`config.mk`:
```
export PLATFORM = sky130hd
export DESIGN_NAME = simdr_top
export DESIGN_NICKNAME = d
export VERILOG_FILES = /design/src/simdr_pkg.sv /design/src/simdr_chan_if.sv /design/src/simdr_top.sv /design/src/simdr_chan.sv
export SDC_FILE = /design/constraint.sdc
export NUM_CORES = 1
export LEC_CHECK = 0
export ABC_AREA = 1
export BUFFER_PORTS_ARGS = -buffer_cell sky130_fd_sc_hd__buf_4
export CORE_MARGIN = 1
export CORE_UTILIZATION = 26
export DETAILED_ROUTE_END_ITERATION = 8
export GPL_TIMING_DRIVEN = 0
export MAX_ROUTING_LAYER = met4
export SLEW_MARGIN = 20
export SYNTH_ARGS = -nofsm -noshare
export SYNTH_HDL_FRONTEND = slang
export SYNTH_HIERARCHICAL = 1
export SYNTH_SLANG_ARGS = --single-unit
```
`constraint.sdc`:
```
create_clock -name clk -period 4.2 [get_ports clk]
set_clock_uncertainty 0.1 [all_clocks]
set_input_delay 0.63 -clock clk [delete_from_list [all_inputs] [get_ports clk]]
set_output_delay 0.63 -clock clk [all_outputs]
set_load 0.01 [all_outputs]
```
`src/simdr_pkg.sv`:
```
// Constants shared by the two-wire receive channels and their register file.
// Assumes a 32-bit APB slave port with 12-bit byte addresses.
package simdr_pkg;
  localparam int NCH = 2;
  localparam int PADDR_W = 12;

  // Per-channel block: channel index i sits at i * ADDR_CH_STRIDE
  localparam logic [11:0] ADDR_CH_STRIDE = 12'h010;
  localparam logic [11:0] ADDR_MODE = 12'h000;
  localparam logic [11:0] ADDR_OPER = 12'h004;
  localparam logic [11:0] ADDR_DATA = 12'h008;
  localparam logic [11:0] ADDR_STAT = 12'h00c;
  // Shared registers
  localparam logic [11:0] ADDR_LEVELS = 12'h020;
  localparam logic [11:0] ADDR_OUT_EN = 12'h024;
  localparam logic [11:0] ADDR_START = 12'h028;
  localparam logic [11:0] ADDR_STOP = 12'h02c;
  localparam logic [11:0] ADDR_ENABLED = 12'h030;

  // Operation register fields
  localparam int OPER_TXE_BIT = 15;
  localparam int OPER_RXE_BIT = 14;
  localparam int OPER_ADDR_SENT_BIT = 0;
  localparam logic [15:0] OPER_RUN_MASK = 16'hc000;
  // Data register fields
  localparam int DATA_DIV_MSB = 15;
  localparam int DATA_DIV_LSB = 9;
  // Status register fields
  localparam int STAT_TSF_BIT = 6;
  localparam int STAT_BFF_BIT = 5;
  localparam int STAT_OVF_BIT = 0;
  // Output-level register: fixed ones, level bits per channel index
  localparam logic [15:0] LEVELS_FIXED = 16'h0a0a;
  localparam int LEVELS_CLK_BASE = 8;

  // Reset values
  localparam logic [15:0] MODE_RESET = 16'h0020;
  localparam logic [15:0] OPER_RESET = 16'h0000;
  localparam logic [6:0] DIV_RESET = 7'h01;
  localparam logic [15:0] LEVELS_RESET = 16'h0f0f;
  localparam logic [NCH-1:0] OUT_EN_RESET = 2'h0;

  // Bit periods: 8 data bits then the acknowledge period
  localparam logic [3:0] LAST_DATA_BIT = 4'h7;
  localparam logic [3:0] ACK_BIT = 4'h8;

  typedef enum {SIMDR_IDLE, SIMDR_LOW, SIMDR_HIGH} simdr_state_type;
endpackage : simdr_pkg

```
`src/simdr_chan_if.sv`:
```
// Bundle between the register file and one receive engine.
// Both ends run on the same clk; pin inputs are raw and synchronised by the engine.
`timescale 1ns/1ps
interface simdr_chan_if;
  logic launch;
  logic [6:0] div;
  logic scl_in;
  logic sda_in;
  logic busy;
  logic done;
  logic [7:0] rx_byte;
  logic scl_level;
  logic sda_level;

  modport ctrl (
    output launch,
    output div,
    output scl_in,
    output sda_in,
    input busy,
    input done,
    input rx_byte,
    input scl_level,
    input sda_level
  );
  modport eng (
    input launch,
    input div,
    input scl_in,
    input sda_in,
    output busy,
    output done,
    output rx_byte,
    output scl_level,
    output sda_level
  );
endinterface : simdr_chan_if

```
`src/simdr_top.sv`:
```
// Two-wire master data-receive unit: two channels, APB register file, open-drain pins.
// Assumes an APB master on clk; pins are open drain with external pull-ups.
// Notes on behaviour
// - A byte is only received after the address field was sent (address-sent bit).
// - After the last byte software stops the channel and the bus is released.
// - Only a transfer-end interrupt per byte; buffer-empty mode has no effect.
// - Overrun is the only error flag this mode can raise.
// - Each received byte appears in the low 8 bits of the data register.
// - Data line is driven without inversion and idles high.
// - Bytes shift in MSB first, no parity, then one acknowledge bit period.
// - Output-level register: 11,9,3,1 read one; 10,8,2,0 carry live levels.
// - Start bits 2 and 0 start channels 2 and 0; other bits ignored.
// - Two independent channels, each with its own pins and interrupt.
// - Writing dummy FFH with receive enabled launches one byte, SDA released.
// - Last byte gets no acknowledge: output enable is cleared beforehand.
// - Reading the data register clears buffer-full.
//
// Implementation choices: the placing of the registers and the APB interface to the registers.
`timescale 1ns/1ps
module simdr_top
  import simdr_pkg::*;
(
  // Clock and reset
  input wire logic clk,
  input wire logic rst,
  // APB slave
  input wire logic psel,
  input wire logic penable,
  input wire logic pwrite,
  input wire logic [PADDR_W-1:0] paddr,
  input wire logic [31:0] pwdata,
  output logic [31:0] prdata,
  output logic pready,
  output logic pslverr,
  // Channel 0 pins
  input wire logic clock_pin_a_in,
  output logic clock_pin_a_out,
  output logic clock_pin_a_oe,
  input wire logic data_pin_a_in,
  output logic data_pin_a_out,
  output logic data_pin_a_oe,
  // Channel 2 pins
  input wire logic clock_pin_b_in,
  output logic clock_pin_b_out,
  output logic clock_pin_b_oe,
  input wire logic data_pin_b_in,
  output logic data_pin_b_out,
  output logic data_pin_b_oe,
  // Transfer-end interrupts
  output logic transfer_end_irq_a,
  output logic transfer_end_irq_b
);
  // Bus decode
  wire access = psel & penable;
  wire wr_en = access & pwrite;
  wire rd_en = access & ~pwrite;
  wire levels_hit = paddr == ADDR_LEVELS;
  wire out_en_hit = paddr == ADDR_OUT_EN;
  wire start_hit = paddr == ADDR_START;
  wire stop_hit = paddr == ADDR_STOP;
  wire enabled_hit = paddr == ADDR_ENABLED;
  wire common_hit = levels_hit | out_en_hit | start_hit | stop_hit | enabled_hit;

  // Per-channel views gathered for the shared registers and the pins
  wire [NCH-1:0] scl_in_w = {clock_pin_b_in, clock_pin_a_in};
  wire [NCH-1:0] sda_in_w = {data_pin_b_in, data_pin_a_in};
  wire [NCH-1:0] ch_hit;
  wire [NCH-1:0] se_w;
  wire [NCH-1:0] done_w;
  wire [NCH-1:0] clk_lvl_w;
  wire [NCH-1:0] dat_lvl_w;
  wire [15:0] ch_rd [NCH];

  // Output enable per channel; cleared by software before the last byte
  logic [NCH-1:0] out_en;

  always_ff @(posedge clk or posedge rst) begin
    if (rst) begin
      out_en <= OUT_EN_RESET;
    end else if (wr_en && out_en_hit) begin
      out_en <= {pwdata[2], pwdata[0]};
    end
  end

  genvar i;
  generate
    for (i = 0; i < NCH; i++) begin : g_ch
      localparam logic [11:0] BASE = ADDR_CH_STRIDE * 12'(i);
      localparam int START_BIT = 2 * i;

      simdr_chan_if lnk ();

      logic [15:0] mode;
      logic [15:0] oper;
      logic [6:0] div;
      logic [7:0] rx_data;
      logic bff;
      logic ovf;
      logic se;
      logic clk_lvl;
      logic dat_lvl;

      wire mode_hit = paddr == BASE + ADDR_MODE;
      wire oper_hit = paddr == BASE + ADDR_OPER;
      wire data_hit = paddr == BASE + ADDR_DATA;
      wire stat_hit = paddr == BASE + ADDR_STAT;
      wire busy = lnk.busy;
      wire rx_mode = oper[OPER_RXE_BIT] & ~oper[OPER_TXE_BIT];
      wire addr_sent = oper[OPER_ADDR_SENT_BIT];
      wire start_req = wr_en & start_hit & pwdata[START_BIT];
      wire stop_req = wr_en & stop_hit & pwdata[START_BIT];
      wire data_wr = wr_en & data_hit;
      wire data_rd = rd_en & data_hit;
      // Launch needs a started channel in receive mode past the address phase
      wire launch = data_wr & se & rx_mode & addr_sent & ~busy;
      wire ovf_clr = wr_en & stat_hit & pwdata[STAT_OVF_BIT];
      wire [15:0] oper_next = busy ?
        ((oper & ~OPER_RUN_MASK) | (pwdata[15:0] & OPER_RUN_MASK)) : pwdata[15:0];
      wire [15:0] stat_word = 16'(busy) << STAT_TSF_BIT | 16'(bff) << STAT_BFF_BIT
        | 16'(ovf) << STAT_OVF_BIT;

      assign lnk.launch = launch;
      assign lnk.div = div;
      assign lnk.scl_in = scl_in_w[i];
      assign lnk.sda_in = sda_in_w[i];

      simdr_chan simdr_chan_inst (
        .clk(clk),
        .rst(rst),
        .lnk(lnk)
      );

      // Mode bits are stored only; the receive path ignores buffer-empty mode
      always_ff @(posedge clk or posedge rst) begin
        if (rst) begin
          mode <= MODE_RESET;
        end else if (wr_en && mode_hit && !busy) begin
          mode <= pwdata[15:0];
        end
      end

      always_ff @(posedge clk or posedge rst) begin
        if (rst) begin
          oper <= OPER_RESET;
        end else if (wr_en && oper_hit) begin
          oper <= oper_next;
        end
      end

      // Divider only moves while stopped, so the address-phase rate carries on
      always_ff @(posedge clk or posedge rst) begin
        if (rst) begin
          div <= DIV_RESET;
        end else if (data_wr && !se) begin
          div <= pwdata[DATA_DIV_MSB:DATA_DIV_LSB];
        end
      end

      always_ff @(posedge clk or posedge rst) begin
        if (rst) begin
          rx_data <= 8'h00;
        end else if (lnk.done) begin
          rx_data <= lnk.rx_byte;
        end
      end

      // Completion wins over a read or clear in the same cycle
      always_ff @(posedge clk or posedge rst) begin
        if (rst) begin
          bff <= 1'b0;
        end else if (lnk.done) begin
          bff <= 1'b1;
        end else if (data_rd) begin
          bff <= 1'b0;
        end
      end

      always_ff @(posedge clk or posedge rst) begin
        if (rst) begin
          ovf <= 1'b0;
        end else if (lnk.done && bff) begin
          ovf <= 1'b1;
        end else if (ovf_clr) begin
          ovf <= 1'b0;
        end
      end

      // Stop wins: it ends the channel so software can shape the stop condition
      always_ff @(posedge clk or posedge rst) begin
        if (rst) begin
          se <= 1'b0;
        end else if (stop_req) begin
          se <= 1'b0;
        end else if (start_req) begin
          se <= 1'b1;
        end
      end

      // Engine owns the levels while it runs; software owns them otherwise
      always_ff @(posedge clk or posedge rst) begin
        if (rst) begin
          clk_lvl <= LEVELS_RESET[LEVELS_CLK_BASE + 2 * i];
          dat_lvl <= LEVELS_RESET[2 * i];
        end else if (busy) begin
          clk_lvl <= lnk.scl_level;
          // Without output enable SDA stays released, so the slave can send and a NACK results
          dat_lvl <= lnk.sda_level | ~out_en[i];
        end else if (wr_en && levels_hit) begin
          clk_lvl <= pwdata[LEVELS_CLK_BASE + 2 * i];
          dat_lvl <= pwdata[2 * i];
        end
      end

      assign ch_hit[i] = mode_hit | oper_hit | data_hit | stat_hit;
      assign se_w[i] = se;
      assign done_w[i] = lnk.done;
      assign clk_lvl_w[i] = clk_lvl;
      assign dat_lvl_w[i] = dat_lvl;
      assign ch_rd[i] = mode_hit ? mode :
                        oper_hit ? oper :
                        data_hit ? {div, 1'b0, rx_data} :
                        stat_hit ? stat_word : 16'h0000;
    end
  endgenerate

  // Shared read words
  wire [15:0] levels_word = LEVELS_FIXED
    | {5'h00, clk_lvl_w[1], 1'b0, clk_lvl_w[0], 8'h00}
    | {12'h000, 1'b0, dat_lvl_w[1], 1'b0, dat_lvl_w[0]};
  wire [15:0] out_en_word = {13'h0000, out_en[1], 1'b0, out_en[0]};
  wire [15:0] enabled_word = {13'h0000, se_w[1], 1'b0, se_w[0]};
  wire [15:0] common_rd = levels_hit ? levels_word :
                          out_en_hit ? out_en_word :
                          enabled_hit ? enabled_word : 16'h0000;
  wire mapped = (|ch_hit) | common_hit;

  // Zero-wait slave; unmapped addresses answer with an error and read zero
  assign pready = 1'b1;
  assign pslverr = access & ~mapped;
  assign prdata = {16'h0000, ch_rd[0] | ch_rd[1] | common_rd};

  // Open drain: low level drives the pin, high level releases it
  assign clock_pin_a_out = 1'b0;
  assign clock_pin_a_oe = ~clk_lvl_w[0];
  assign data_pin_a_out = 1'b0;
  assign data_pin_a_oe = ~dat_lvl_w[0];
  assign clock_pin_b_out = 1'b0;
  assign clock_pin_b_oe = ~clk_lvl_w[1];
  assign data_pin_b_out = 1'b0;
  assign data_pin_b_oe = ~dat_lvl_w[1];

  assign transfer_end_irq_a = done_w[0];
  assign transfer_end_irq_b = done_w[1];
endmodule : simdr_top

```
`src/simdr_chan.sv`:
```
// Bit engine of one receive channel: makes SCL, samples SDA, drives the acknowledge.
// Assumes the register file only launches it while idle.
`timescale 1ns/1ps
module simdr_chan
  import simdr_pkg::*;
(
  // Clock and reset
  input wire logic clk,
  input wire logic rst,
  // Register side
  simdr_chan_if.eng lnk
);
  logic scl_meta;
  logic scl_s;
  logic sda_meta;
  logic sda_s;
  simdr_state_type state;
  logic [6:0] cnt;
  logic [3:0] bitn;
  logic [7:0] shift;
  logic scl_q;
  logic sda_q;
  logic done_q;

  wire half_over = cnt == 7'h00;
  // Slave may hold SCL low; the high half only counts once the line is seen high
  wire high_run = scl_s;

  always_ff @(posedge clk or posedge rst) begin
    if (rst) begin
      scl_meta <= 1'b1;
      scl_s <= 1'b1;
      sda_meta <= 1'b1;
      sda_s <= 1'b1;
    end else begin
      scl_meta <= lnk.scl_in;
      scl_s <= scl_meta;
      sda_meta <= lnk.sda_in;
      sda_s <= sda_meta;
    end
  end

  always_ff @(posedge clk or posedge rst) begin
    if (rst) begin
      state <= SIMDR_IDLE;
      cnt <= 7'h00;
      bitn <= 4'h0;
      shift <= 8'h00;
      scl_q <= 1'b1;
      sda_q <= 1'b1;
      done_q <= 1'b0;
    end else begin
      done_q <= 1'b0;
      case (state)
        SIMDR_IDLE: begin
          if (lnk.launch) begin
            state <= SIMDR_LOW;
            cnt <= lnk.div;
            bitn <= 4'h0;
            scl_q <= 1'b0;
            sda_q <= 1'b1;
          end
        end
        SIMDR_LOW: begin
          if (half_over) begin
            state <= SIMDR_HIGH;
            cnt <= lnk.div;
            scl_q <= 1'b1;
          end else begin
            cnt <= cnt - 7'h01;
          end
        end
        SIMDR_HIGH: begin
          if (high_run && !half_over) begin
            cnt <= cnt - 7'h01;
          end else if (high_run) begin
            scl_q <= 1'b0;
            cnt <= lnk.div;
            if (bitn == ACK_BIT) begin
              state <= SIMDR_IDLE;
              done_q <= 1'b1;
            end else begin
              shift <= {shift[6:0], sda_s};
              bitn <= bitn + 4'h1;
              state <= SIMDR_LOW;
              // Pull SDA low for the acknowledge period, release it otherwise
              sda_q <= (bitn == LAST_DATA_BIT) ? 1'b0 : 1'b1;
            end
          end
        end
        default: begin
          state <= SIMDR_IDLE;
        end
      endcase
    end
  end

  assign lnk.busy = state != SIMDR_IDLE;
  assign lnk.done = done_q;
  assign lnk.rx_byte = shift;
  assign lnk.scl_level = scl_q;
  assign lnk.sda_level = sda_q;
endmodule : simdr_chan

```
-- Yosys cells after proc, flatten, opt, wreduce, memory -nomap -nowiden
Cells that the tools add are included.
- bits of input ports: 53
- register bits after elaboration: 222
- output and inout bits: 44
- word-level logic and storage cells: 288
- bitwise logic cells: 66
- eq/ne operators: 32
- mux-type cells: 95
- $add $sub $neg: 4
- reduce and logical (&&, ||, !) cells: 50
- operators with widths (cell ; number):
    2-to-1 mux 32 bit ; 8
    one-hot mux 32 bit (3 select lines) ; 2
    2-to-1 mux 16 bit ; 8
    2-to-1 mux 7 bit ; 10
    equality test 32 x 1 -> 1 bit, second input constant ; 2
    equality test 32 x 2 -> 1 bit, second input constant ; 2
    zero test 32 bit ; 2
    nonzero test 32 bit ; 2
    equality test 12 x 6 -> 1 bit, second input constant ; 5
    equality test 12 x 5 -> 1 bit, second input constant ; 4
    2-to-1 mux 1 bit ; 48
    one-hot mux 7 bit (3 select lines) ; 2
    2-to-1 mux 4 bit ; 8
    OR 14 x 16 -> 16 bit ; 2
    bitwise AND 1 bit ; 28
    equality test 12 x 4 -> 1 bit, second input constant ; 2
    AND reduction 5 bit ; 4
    nonzero test 2 bit ; 10
    NOT 1 bit ; 16
    OR 16 x 12 -> 16 bit ; 1
    OR 16 bit ; 1
    one-hot mux 4 bit (2 select lines) ; 2
    AND reduction 4 bit ; 4
    logical AND 1 bit ; 14
    22 further kinds ; 60

-- Logic depth before layout (Yosys ltp)
Gate-level depths: netlist of run 1.
- depth after elaboration: 9
- mapped depth: 13
- mapped depth without buffers: 13

-- Modules after synthesis
Netlist of run 1, hierarchy kept.
- modules (own cells, without submodules) (module ; area an instance (µm²) ; cells each ; instances):
    simdr_top ; 5871.9 ; 758 ; 1
    simdr_chan (g_ch[1].simdr_chan_inst) ; 1610.3 ; 191 ; 1
    simdr_chan (g_ch[0].simdr_chan_inst) ; 1561.5 ; 186 ; 1

-- Worst setup path before layout of run 1
OpenSTA, ideal clock, no wires.
- kind: input-to-output
- start: input paddr[9]
- end: output prdata[1]
- buffers on the path: 1
- path slack: 1.827 ns
- cell stages on the path: 10
- data arrival time: 1.643 ns
- cells stage by stage: nor2_2 -> nand2_2 -> nor2_1 -> nand2_1 -> nor2_4 -> buf_6 -> nand3_1 -> nand2_1 -> inv_1 -> nand3_1
- cells in the longest elaborated chain, start to end: 7
- elaborated cells between the ends (all ways): 22
- those cells by class: eq/ne (9); mux (10); bitwise (2); reduce/logical (1)
- RTL lines (what ; line ; RTL):
    start: declaration ; simdr_top.sv:30 ; input wire logic [PADDR_W-1:0] paddr,
    equality test 12 x 4 -> 1 bit or equality test 12 x 5 -> 1 bit (tied branches) ; simdr_top.sv:106 ; wire stat_hit = paddr == BASE + ADDR_STAT;
    2-to-1 mux 7 bit ; simdr_top.sv:222 ; stat_hit ? stat_word : 16'h0000;
    2-to-1 mux 16 bit ; simdr_top.sv:221 ; data_hit ? {div, 1'b0, rx_data} :
    2-to-1 mux 16 bit ; simdr_top.sv:220 ; oper_hit ? oper :
    2-to-1 mux 16 bit ; simdr_top.sv:219 ; assign ch_rd[i] = mode_hit ? mode :
    OR 16 bit ; simdr_top.sv:240 ; assign prdata = {16'h0000, ch_rd[0] | ch_rd[1] | common_rd};
    OR 16 x 12 -> 16 bit (*) ; simdr_top.sv:240 ;
    end: declaration ; simdr_top.sv:32 ; output logic [31:0] prdata,
Mark *: on every way between the ends. The rest lies on a longest branch, timed or not.

-- Worst setup path after layout of run 1
- start: input paddr[1]
- end: output prdata[10]
- cells in the longest elaborated chain, start to end: 6
- elaborated cells between the ends (all ways): 16
- those cells by class: eq/ne (6); mux (7); bitwise (2); reduce/logical (1)
- RTL lines (what ; line ; RTL):
    equality test 12 x 4 -> 1 bit or equality test 12 x 5 -> 1 bit (tied branches) ; simdr_top.sv:105 ; wire data_hit = paddr == BASE + ADDR_DATA;
    2-to-1 mux 16 bit ; simdr_top.sv:221 ;
    2-to-1 mux 16 bit ; simdr_top.sv:220 ;
    2-to-1 mux 16 bit ; simdr_top.sv:219 ;
    OR 16 bit ; simdr_top.sv:240 ;
    OR 16 x 12 -> 16 bit (*) ; simdr_top.sv:240 ;
Marks and branches as above.

==> results of run 1 <==
## per-layer routing
layer | wire [µm] | vias to the layer above | GRT usage (%)
li1 | - | 3733 | -
met1 | 11800 | 3578 | 20.2
met2 | 11600 | 213 | 23.7
met3 | 1300 | 23 | 2.72
met4 | 308 | 0 | 3.41
met5 | 0 | - | -
## cells by family (layout without fill, tap and decap cells)
logic type,count (synthesis),count (layout),synth area share (%)
compound gates,161,161,11.0
flops,162,162,45.1
simple gates,552,552,28.3
other cells,2,21,0.0830
fa+ha+maj,16,16,2.21
buf+inv,230,322,12.1
mux,2,2,0.249
xor+xnor,10,10,0.968
## placed cells by master, fill, tap and decap left out, types with 7 or more instances in the layout
cell       instances
nand2_1          338
inv_1            160
dfrtp_1          142
buf_4             83
nand3_1           81
o21ai_1           55
nor2_1            53
o21ai_0           42
o21ai_2           38
conb_1            21
dfstp_2           20
clkbuf_16         17
buf_6             16
ha_1              16
nand4_1           14
inv_2             13
nor2_2            11
nand2_2           11
a21oi_1           11
xor2_1            10
nand2_4            9
nor2_4             8
inv_6              8
nand3_2            7
o22ai_1            7
## state kept, by name, indices dropped and copies added, names as in the netlist
| name | count |
|---|---|
| g_ch.div | 14 |
| g_ch.simdr_chan_inst/lnk.rx_byte | 16 |
| g_ch.simdr_chan_inst/lnk.scl_level | 2 |
| g_ch.simdr_chan_inst/high_run | 2 |
| g_ch.simdr_chan_inst/lnk.done | 2 |
| g_ch.simdr_chan_inst/scl_meta | 2 |
| g_ch.oper | 32 |
| g_ch.ovf | 2 |
| g_ch.simdr_chan_inst/state | 4 |
| g_ch.rx_data | 16 |
| g_ch.simdr_chan_inst/cnt | 14 |
| g_ch.se | 2 |
| g_ch.simdr_chan_inst/sda_meta | 2 |
| g_ch.mode | 32 |
| g_ch.simdr_chan_inst/sda_s | 2 |
| g_ch.bff | 2 |
| g_ch.dat_lvl | 2 |
| g_ch.simdr_chan_inst/lnk.sda_level | 2 |
| g_ch.simdr_chan_inst/bitn | 8 |
| out_en | 2 |
| g_ch.clk_lvl | 2 |
## layout make-up
type,count,area share (%)
Sequential cell,162,38.1
Multi-Input combinational cell,762,36.9
Inverter,180,6.47
Tap cell,448,5.24
Timing Repair Buffer,60,4.40
Clock buffer,19,4.14
Buffer,50,3.78
Clock inverter,13,0.924
## worst max-delay path, cell delays in order
cell and delay [ns]:
buf_4 0.11, nor2_2 0.14, nand3_2 0.18, nor2_1 0.35, nand2_1 0.40, nor2_1 0.30, nor2_1 0.10, nand3b_1 0.13
buf_4 0.13
## worst paths after layout
path / startpoint / to / slack, ns / cells past startpoint
worst max-delay path: paddr[1] / prdata[10] / 0.98 / 9
worst min-delay path: rst / out_en[1] / 0.19 / 2
worst max register to register: g_ch[1].simdr_chan_inst/state[0] / g_ch[1].simdr_chan_inst/state[0] / 1.73 / 11
worst min register to register: g_ch[0].simdr_chan_inst/scl_meta / g_ch[0].simdr_chan_inst/high_run / 0.26 / 0
max in group asynchronous: rst / g_ch[1].div[0] / 3.12 / 3
min in group clk: data_pin_b_in / g_ch[1].simdr_chan_inst/sda_meta / 0.20 / 1
## per-stage QoR
| step | total power [W] | TNS, ns | setup slack [ns] |
|---|---|---|---|
| 2_1_floorplan | 0.00182 | 0 | 0.694 |
| 3_3_place_gp | 0.00193 | -77.54 | -0.799 |
| 3_5_place_dp | 0.00194 | 0 | 0.938 |
| 4_1_cts | 0.00340 | 0 | 0.924 |
| 5_1_grt | 0.00351 | 0 | 0.824 |
| 6_report | 0.00338 | 0 | 0.980 |
## report_power, final
part | switching, W | leakage (nW) | internal (W)
clock network | 0.000682 | 0.267 | 0.000783
registers | 0.0000176 | 1.97 | 0.00160
logic | 0.000197 | 3.16 | 0.0000993
==> metrics.txt, run 1 <==
status=finished, final reports clean; CTS resizes=0; GR Util All Layers=15.1%; vias in the first global route=7302; TritonRoute pass-1 iters=5; GP Congestion=0.869; Synth top cells by count=nand2_1, inv_1, dfrtp_1; Sink Count=162; area grow syn2layout=18.2%; Register Area=4080 µm²; CP Capture Type=output pin; Synth async-reset ratio=100%; register area share after synthesis=45.1%; CP Launch Type=input port; port buffer count=59; kind of critical path=input port to output pin; distinct cell type count after synthesis=between 40 and 50; Layout Utilization=31.6%; Tmin final=roughly 3.2 ns; H-tree depth=4; worst hold path type=input port to asynchronous set/reset pin; leakage power=5.40 nW; Placement Cell Area=10200 µm²; Hold Vio Cnt, Final=0; chip height=189 µm; Clock Latency Late Sink=0.43 ns; most numerous cell in the Yosys netlist=nand2_1; Yosys reg bits=162; Final Cell Area=10700 µm²; Initial Utilization=26.7%; final non-filler cell total=about 1700; pin count of the biggest net entering global routing=60; layout cell share with drive strength beyond 1=21.7%; Final setup viols=0; number of routed nets with antenna violations=0; gr ovfl total=0; Worst EP required=3.47 ns; Die ar.=about 36000 µm²; Detailed Route Iter0 Violations=597; CTS buffer count=17; Worst VDD drop=roughly 0.24 mV; Filler cells=3620; DP HPWL=around 19 mm; first-pass GRT wire length=40.5 mm; area leader, netlist=dfrtp_1; setup bufs post-CTS=0; DR DRC count=0; multi-input logic area=around 3900 µm²; Post-CTS Hold Buffers=0; CTS Root Cell=clkbuf_16; average cell area after synthesis=7.97 µm²; initial antenna violation count=0; Detailed Route WL=25.0 mm; Die X=189 µm; Slew HR=roughly 50%; RSZ-0062 raised after global routing=false; Final period util=76.7%; Post-synth EDFFs=0; Cells after Synth=between 1000 and 1500; Via density=4.46; Yosys top cell area share=roughly 39%; main flop type after synthesis=dfrtp_1; drt wl/cell=approximately 15 µm; CP Max Fanout=7; PwrDens=316 nW/µm²; yosys warns=6; Max Cap Violations=0; ANT cells=0; # nets final=1302; I/O pin total=97; top cells by area, synth=dfrtp_1, nand2_1, inv_1, dfstp_2, nand3_1; Clock transition at path regs=0.07 ns; CTS tree=done; Placed Cells=1662; row cnt=67; vias post-DR=7547; fmax=311 MHz; Placeable Area=33900 µm²; Clock Tree Buf Depth=2; Hold WS=0.193 ns; cell area after synthesis=9040 µm²; max-slew violations=0; Worst Tran Pin Value=~0.74 ns; CP arrival=2.49 ns
Note: power is estimated with default switching activity, not from simulation.
==> run 2, diff against run 1 <==
--- a/config.mk
+++ b/config.mk
@@ -5,7 +5,7 @@
 export SDC_FILE = /design/constraint.sdc
 export NUM_CORES = 1
 export LEC_CHECK = 0
-export ABC_AREA = 1
+export ABC_AREA = 0
 export BUFFER_PORTS_ARGS = -buffer_cell sky130_fd_sc_hd__buf_4
 export CORE_MARGIN = 1
 export CORE_UTILIZATION = 26
==> constraint.sdc (replaced) <==
create_clock -name clk -period 2.8 [get_ports clk]
set_clock_uncertainty 0.1 [all_clocks]
set_input_delay 0.42 -clock clk [delete_from_list [all_inputs] [get_ports clk]]
set_output_delay 0.42 -clock clk [all_outputs]
set_load 0.01 [all_outputs]
==> metrics.txt, run 2 <==
Max Cap Violations=0 (unchanged); Simple-Gate Fraction of Synth Area=13.3% (was 28.3%); Die ar.=33900 µm² (was 35500 µm²); Synth async-reset ratio=100% (unchanged); area grow syn2layout=23.3% (was 18.2%); distinct cell type count after synthesis=78 (was 45); Post-Place Worst Slack=-1.05 ns (was 0.938 ns); status=complete, but fails checks (was finished, final reports clean); yosys warns=6 (unchanged); PwrDens=624 nW/µm² (was 316 nW/µm²); CP Max Fanout=9 (was 7); Hold WS=0.147 ns (was 0.193 ns); Slew HR=46.6% (was 50.4%); GR Util All Layers=14.8% (was 15.1%); chip height=184 µm (was 189 µm); initial antenna violation count=0 (unchanged); Clock Tree Buf Depth=2 (unchanged); XOR/XNOR share of the synthesized area=0% (was 0.968%); most used cell along the critical path=buf_4 (was nor2_1); leakage power=4.90 nW (was 5.40 nW); most numerous cell in the Yosys netlist=dfrtp_1 (was nand2_1); TritonRoute pass-1 iters=5 (unchanged); Worst VDD drop=0.358 mV (was 0.243 mV); Synth top cells by count=dfrtp_1, mux2_2, nand2_1 (was nand2_1, inv_1, dfrtp_1); Via density=4.85 (was 4.46); CP Launch Type=input port (unchanged); layout cell share with drive strength beyond 1=39.7% (was 21.7%); Initial Utilization=26.5% (was 26.7%); # nets final=932 (was 1302); Die X=184 µm (was 189 µm); cell area after synthesis=8630 µm² (was 9040 µm²); Final period util=100%; Worst EP required=2.28 ns (was 3.47 ns); worst-path cell chain=buf_4 -> nor4_2 -> and2_1 -> buf_6 -> nand3_1 -> or2_2 -> o21ai_0 -> buf_4 (was buf_4 -> nor2_2 -> nand3_2 -> nor2_1 -> nand2_1 -> nor2_1 -> nor2_1 -> nand3b_1 -> buf_4); fmax=approximately 360 MHz; Synth Area in Compound Gates=11.1% (was 11.0%); kind of critical path=input port to output pin (unchanged); crit-path max cell delay=0.43 ns (was 0.40 ns); top cells by area, synth=dfrtp_1, mux2_2, dfstp_2, mux2i_1, ha_1 (was dfrtp_1, nand2_1, inv_1, dfstp_2, nand3_1); gr ovfl total=0 (unchanged); GP Congestion=0.889 (was 0.869); Sink Count=162 (unchanged); Yosys reg bits=162 (unchanged); Final setup viols=2 (was 0); Worst Tran Pin Value=0.794 ns (was 0.742 ns); Register Area=4080 µm² (unchanged); first-pass GRT wire length=37.0 mm (was 40.5 mm); port buffer count=58 (was 59); Cells after Synth=750 (was 1135); final worst setup slack=-0.0119 ns (was 0.980 ns); mux cell area share after synthesis=20.3% (was 0.249%); most frequent cells in the layout=dfrtp_1, mux2_2, buf_4, nand2_1, inv_1 (was nand2_1, inv_1, dfrtp_1, buf_4, nand3_1); Post-synth EDFFs=0 (unchanged); CP Capture Type=output pin (unchanged); pin count of the biggest net entering global routing=34 (was 60); Slowest-stage cell, CP=or2_2 (was nand2_1); CTS Root Cell=clkbuf_16 (unchanged); H-tree depth=4 (unchanged); Detailed Route Iter0 Violations=526 (was 597); CP arrival=2.29 ns (was 2.49 ns); Filler cells=3265 (was 3620); most common cell after layout, fill and taps aside=dfrtp_1 (was nand2_1); Synth Area in Adders=2.32% (was 2.21%); area leader, netlist=dfrtp_1 (unchanged); RSZ-0062 raised after global routing=true (was false); worst hold path type=input port to flop (was input port to asynchronous set/reset pin); Tmin final=2.81 ns; multi-input logic area=4280 µm² (was 3950 µm²); drt wl/cell=17.6 µm (was 14.8 µm); I/O pin total=97 (unchanged); max-slew violations=0 (unchanged); ANT cells=0 (unchanged); CTS tree=done (unchanged); Detailed Route WL=23.2 mm (was 25.0 mm); vias post-DR=6393 (was 7547); Clock Latency Late Sink=0.44 ns (was 0.43 ns); Hold Vio Cnt, Final=0 (unchanged); average cell area after synthesis=11.5 µm² (was 7.97 µm²); Yosys top cell area share=41.2% (was 39.3%); biggest regs=g_ch.mode: 32 flops, g_ch.oper: 32 flops (unchanged); main flop type after synthesis=dfrtp_1 (unchanged); Placeable Area=32600 µm² (was 33900 µm²); row cnt=66 (was 67); largest family of logic cells by synthesized area=multiplexers (was simple AND/OR/NAND/NOR gates); register area share after synthesis=47.3% (was 45.1%); vias in the first global route=6429 (was 7302); Clock transition at path regs=0.07 ns (about the same); failing checks=setup timing; CTS buffer count=17 (unchanged); DR DRC count=0 (unchanged); DP HPWL=16.7 mm (was 19.0 mm); number of routed nets with antenna violations=0 (unchanged)
[run 2: layer usage]
metal,wire (µm),GRT usage [%],part of all wire (%)
met5,0,-,0
met4,675,5.33,2.9
met3,1110,3.04,4.8
met2,11000,23.2,48
met1,10400,18.7,45
[run 2: worst paths after layout]
| path | startpoint | depth (start not counted) | slack (ns) | endpoint |
|---|---|---|---|---|
| min in group asynchronous | rst | 3 | 0.51 | g_ch[0].oper[12] |
| max in group asynchronous | rst | 5 | 1.27 | g_ch[1].mode[5] |
| hold / removal | pwdata[4] | 2 | 0.15 | g_ch[0].mode[4] |
| setup / recovery | paddr[7] | 8 | -0.01 | prdata[14] |
| setup reg to reg | g_ch[1].simdr_chan_inst/state[1] | 10 | 0.12 | g_ch[1].simdr_chan_inst/cnt[5] |
| hold reg to reg | g_ch[1].simdr_chan_inst/scl_meta | 0 | 0.26 | g_ch[1].simdr_chan_inst/high_run |
[run 2: logic make-up (layout without fill, tap and decap cells)]
| kind of cell | count (synthesis) | after routing |
|---|---|---|
| AOI/OAI and AO/OA | 131 | 131 |
| adders and majority gates | 16 | 16 |
| DFF | 162 | 162 |
| and+or+nand+nor | 197 | 197 |
| muxes | 150 | 150 |
| other | 2 | 21 |
| buffers and inverters | 92 | 199 |
[run 2: what timing repair did]
action,CTS,global route
gates resized for setup,34,8
pin swaps,5,2
endpoints found under the hold margin,20,0
cloned,0,0
setup endpoints to repair,49,16
hold buffers,5,0
setup buffers,7,3
[run 2: stage by stage]
| step | TNS [ns] | util (%) | area, µm² | instances | power [W] |
|---|---|---|---|---|---|
| floorplan | -0.0433 | - | 8750 | 769 | 0.00371 |
| global placement | -20.54 | 29.9 | 9740 | 1269 | 0.00409 |
| detailed placement | -21.00 | 30.0 | 9800 | 1272 | 0.00413 |
| CTS | 0 | 32.5 | 10600 | 1315 | 0.00666 |
| global route | -0.168 | 32.6 | 10600 | 1318 | 0.00700 |
| finish | -0.0184 | 32.6 | 10600 | 1318 | 0.00665 |
[run 2: worst max-delay path: cells and delay by family]
kind | cells | cell delay (ns)
and+or+nand+nor | 4 | 1.11
buffers and inverters | 3 | 0.45
AOI/OAI and AO/OA | 1 | 0.30
[run 2: final cells by class]
cell class | instances | share of cell area, %
buffer | 52 | 3.50
clock buffer | 20 | 4.38
tap | 442 | 5.20
clock inverter | 12 | 1.13
inverter | 39 | 1.41
sequential | 162 | 38.3
timing repair buffer | 76 | 5.83
multi-input combinational | 515 | 40.2
[run 2: power breakdown]
| part | switching [W] | total (W) | internal (W) |
|---|---|---|---|
| Clock | 0.00104 | 0.00235 | 0.00131 |
| Combinational | 0.000984 | 0.00166 | 0.000676 |
| Sequential | 0.000135 | 0.00263 | 0.00250 |
| Total | 0.00216 | 0.00665 | 0.00449 |
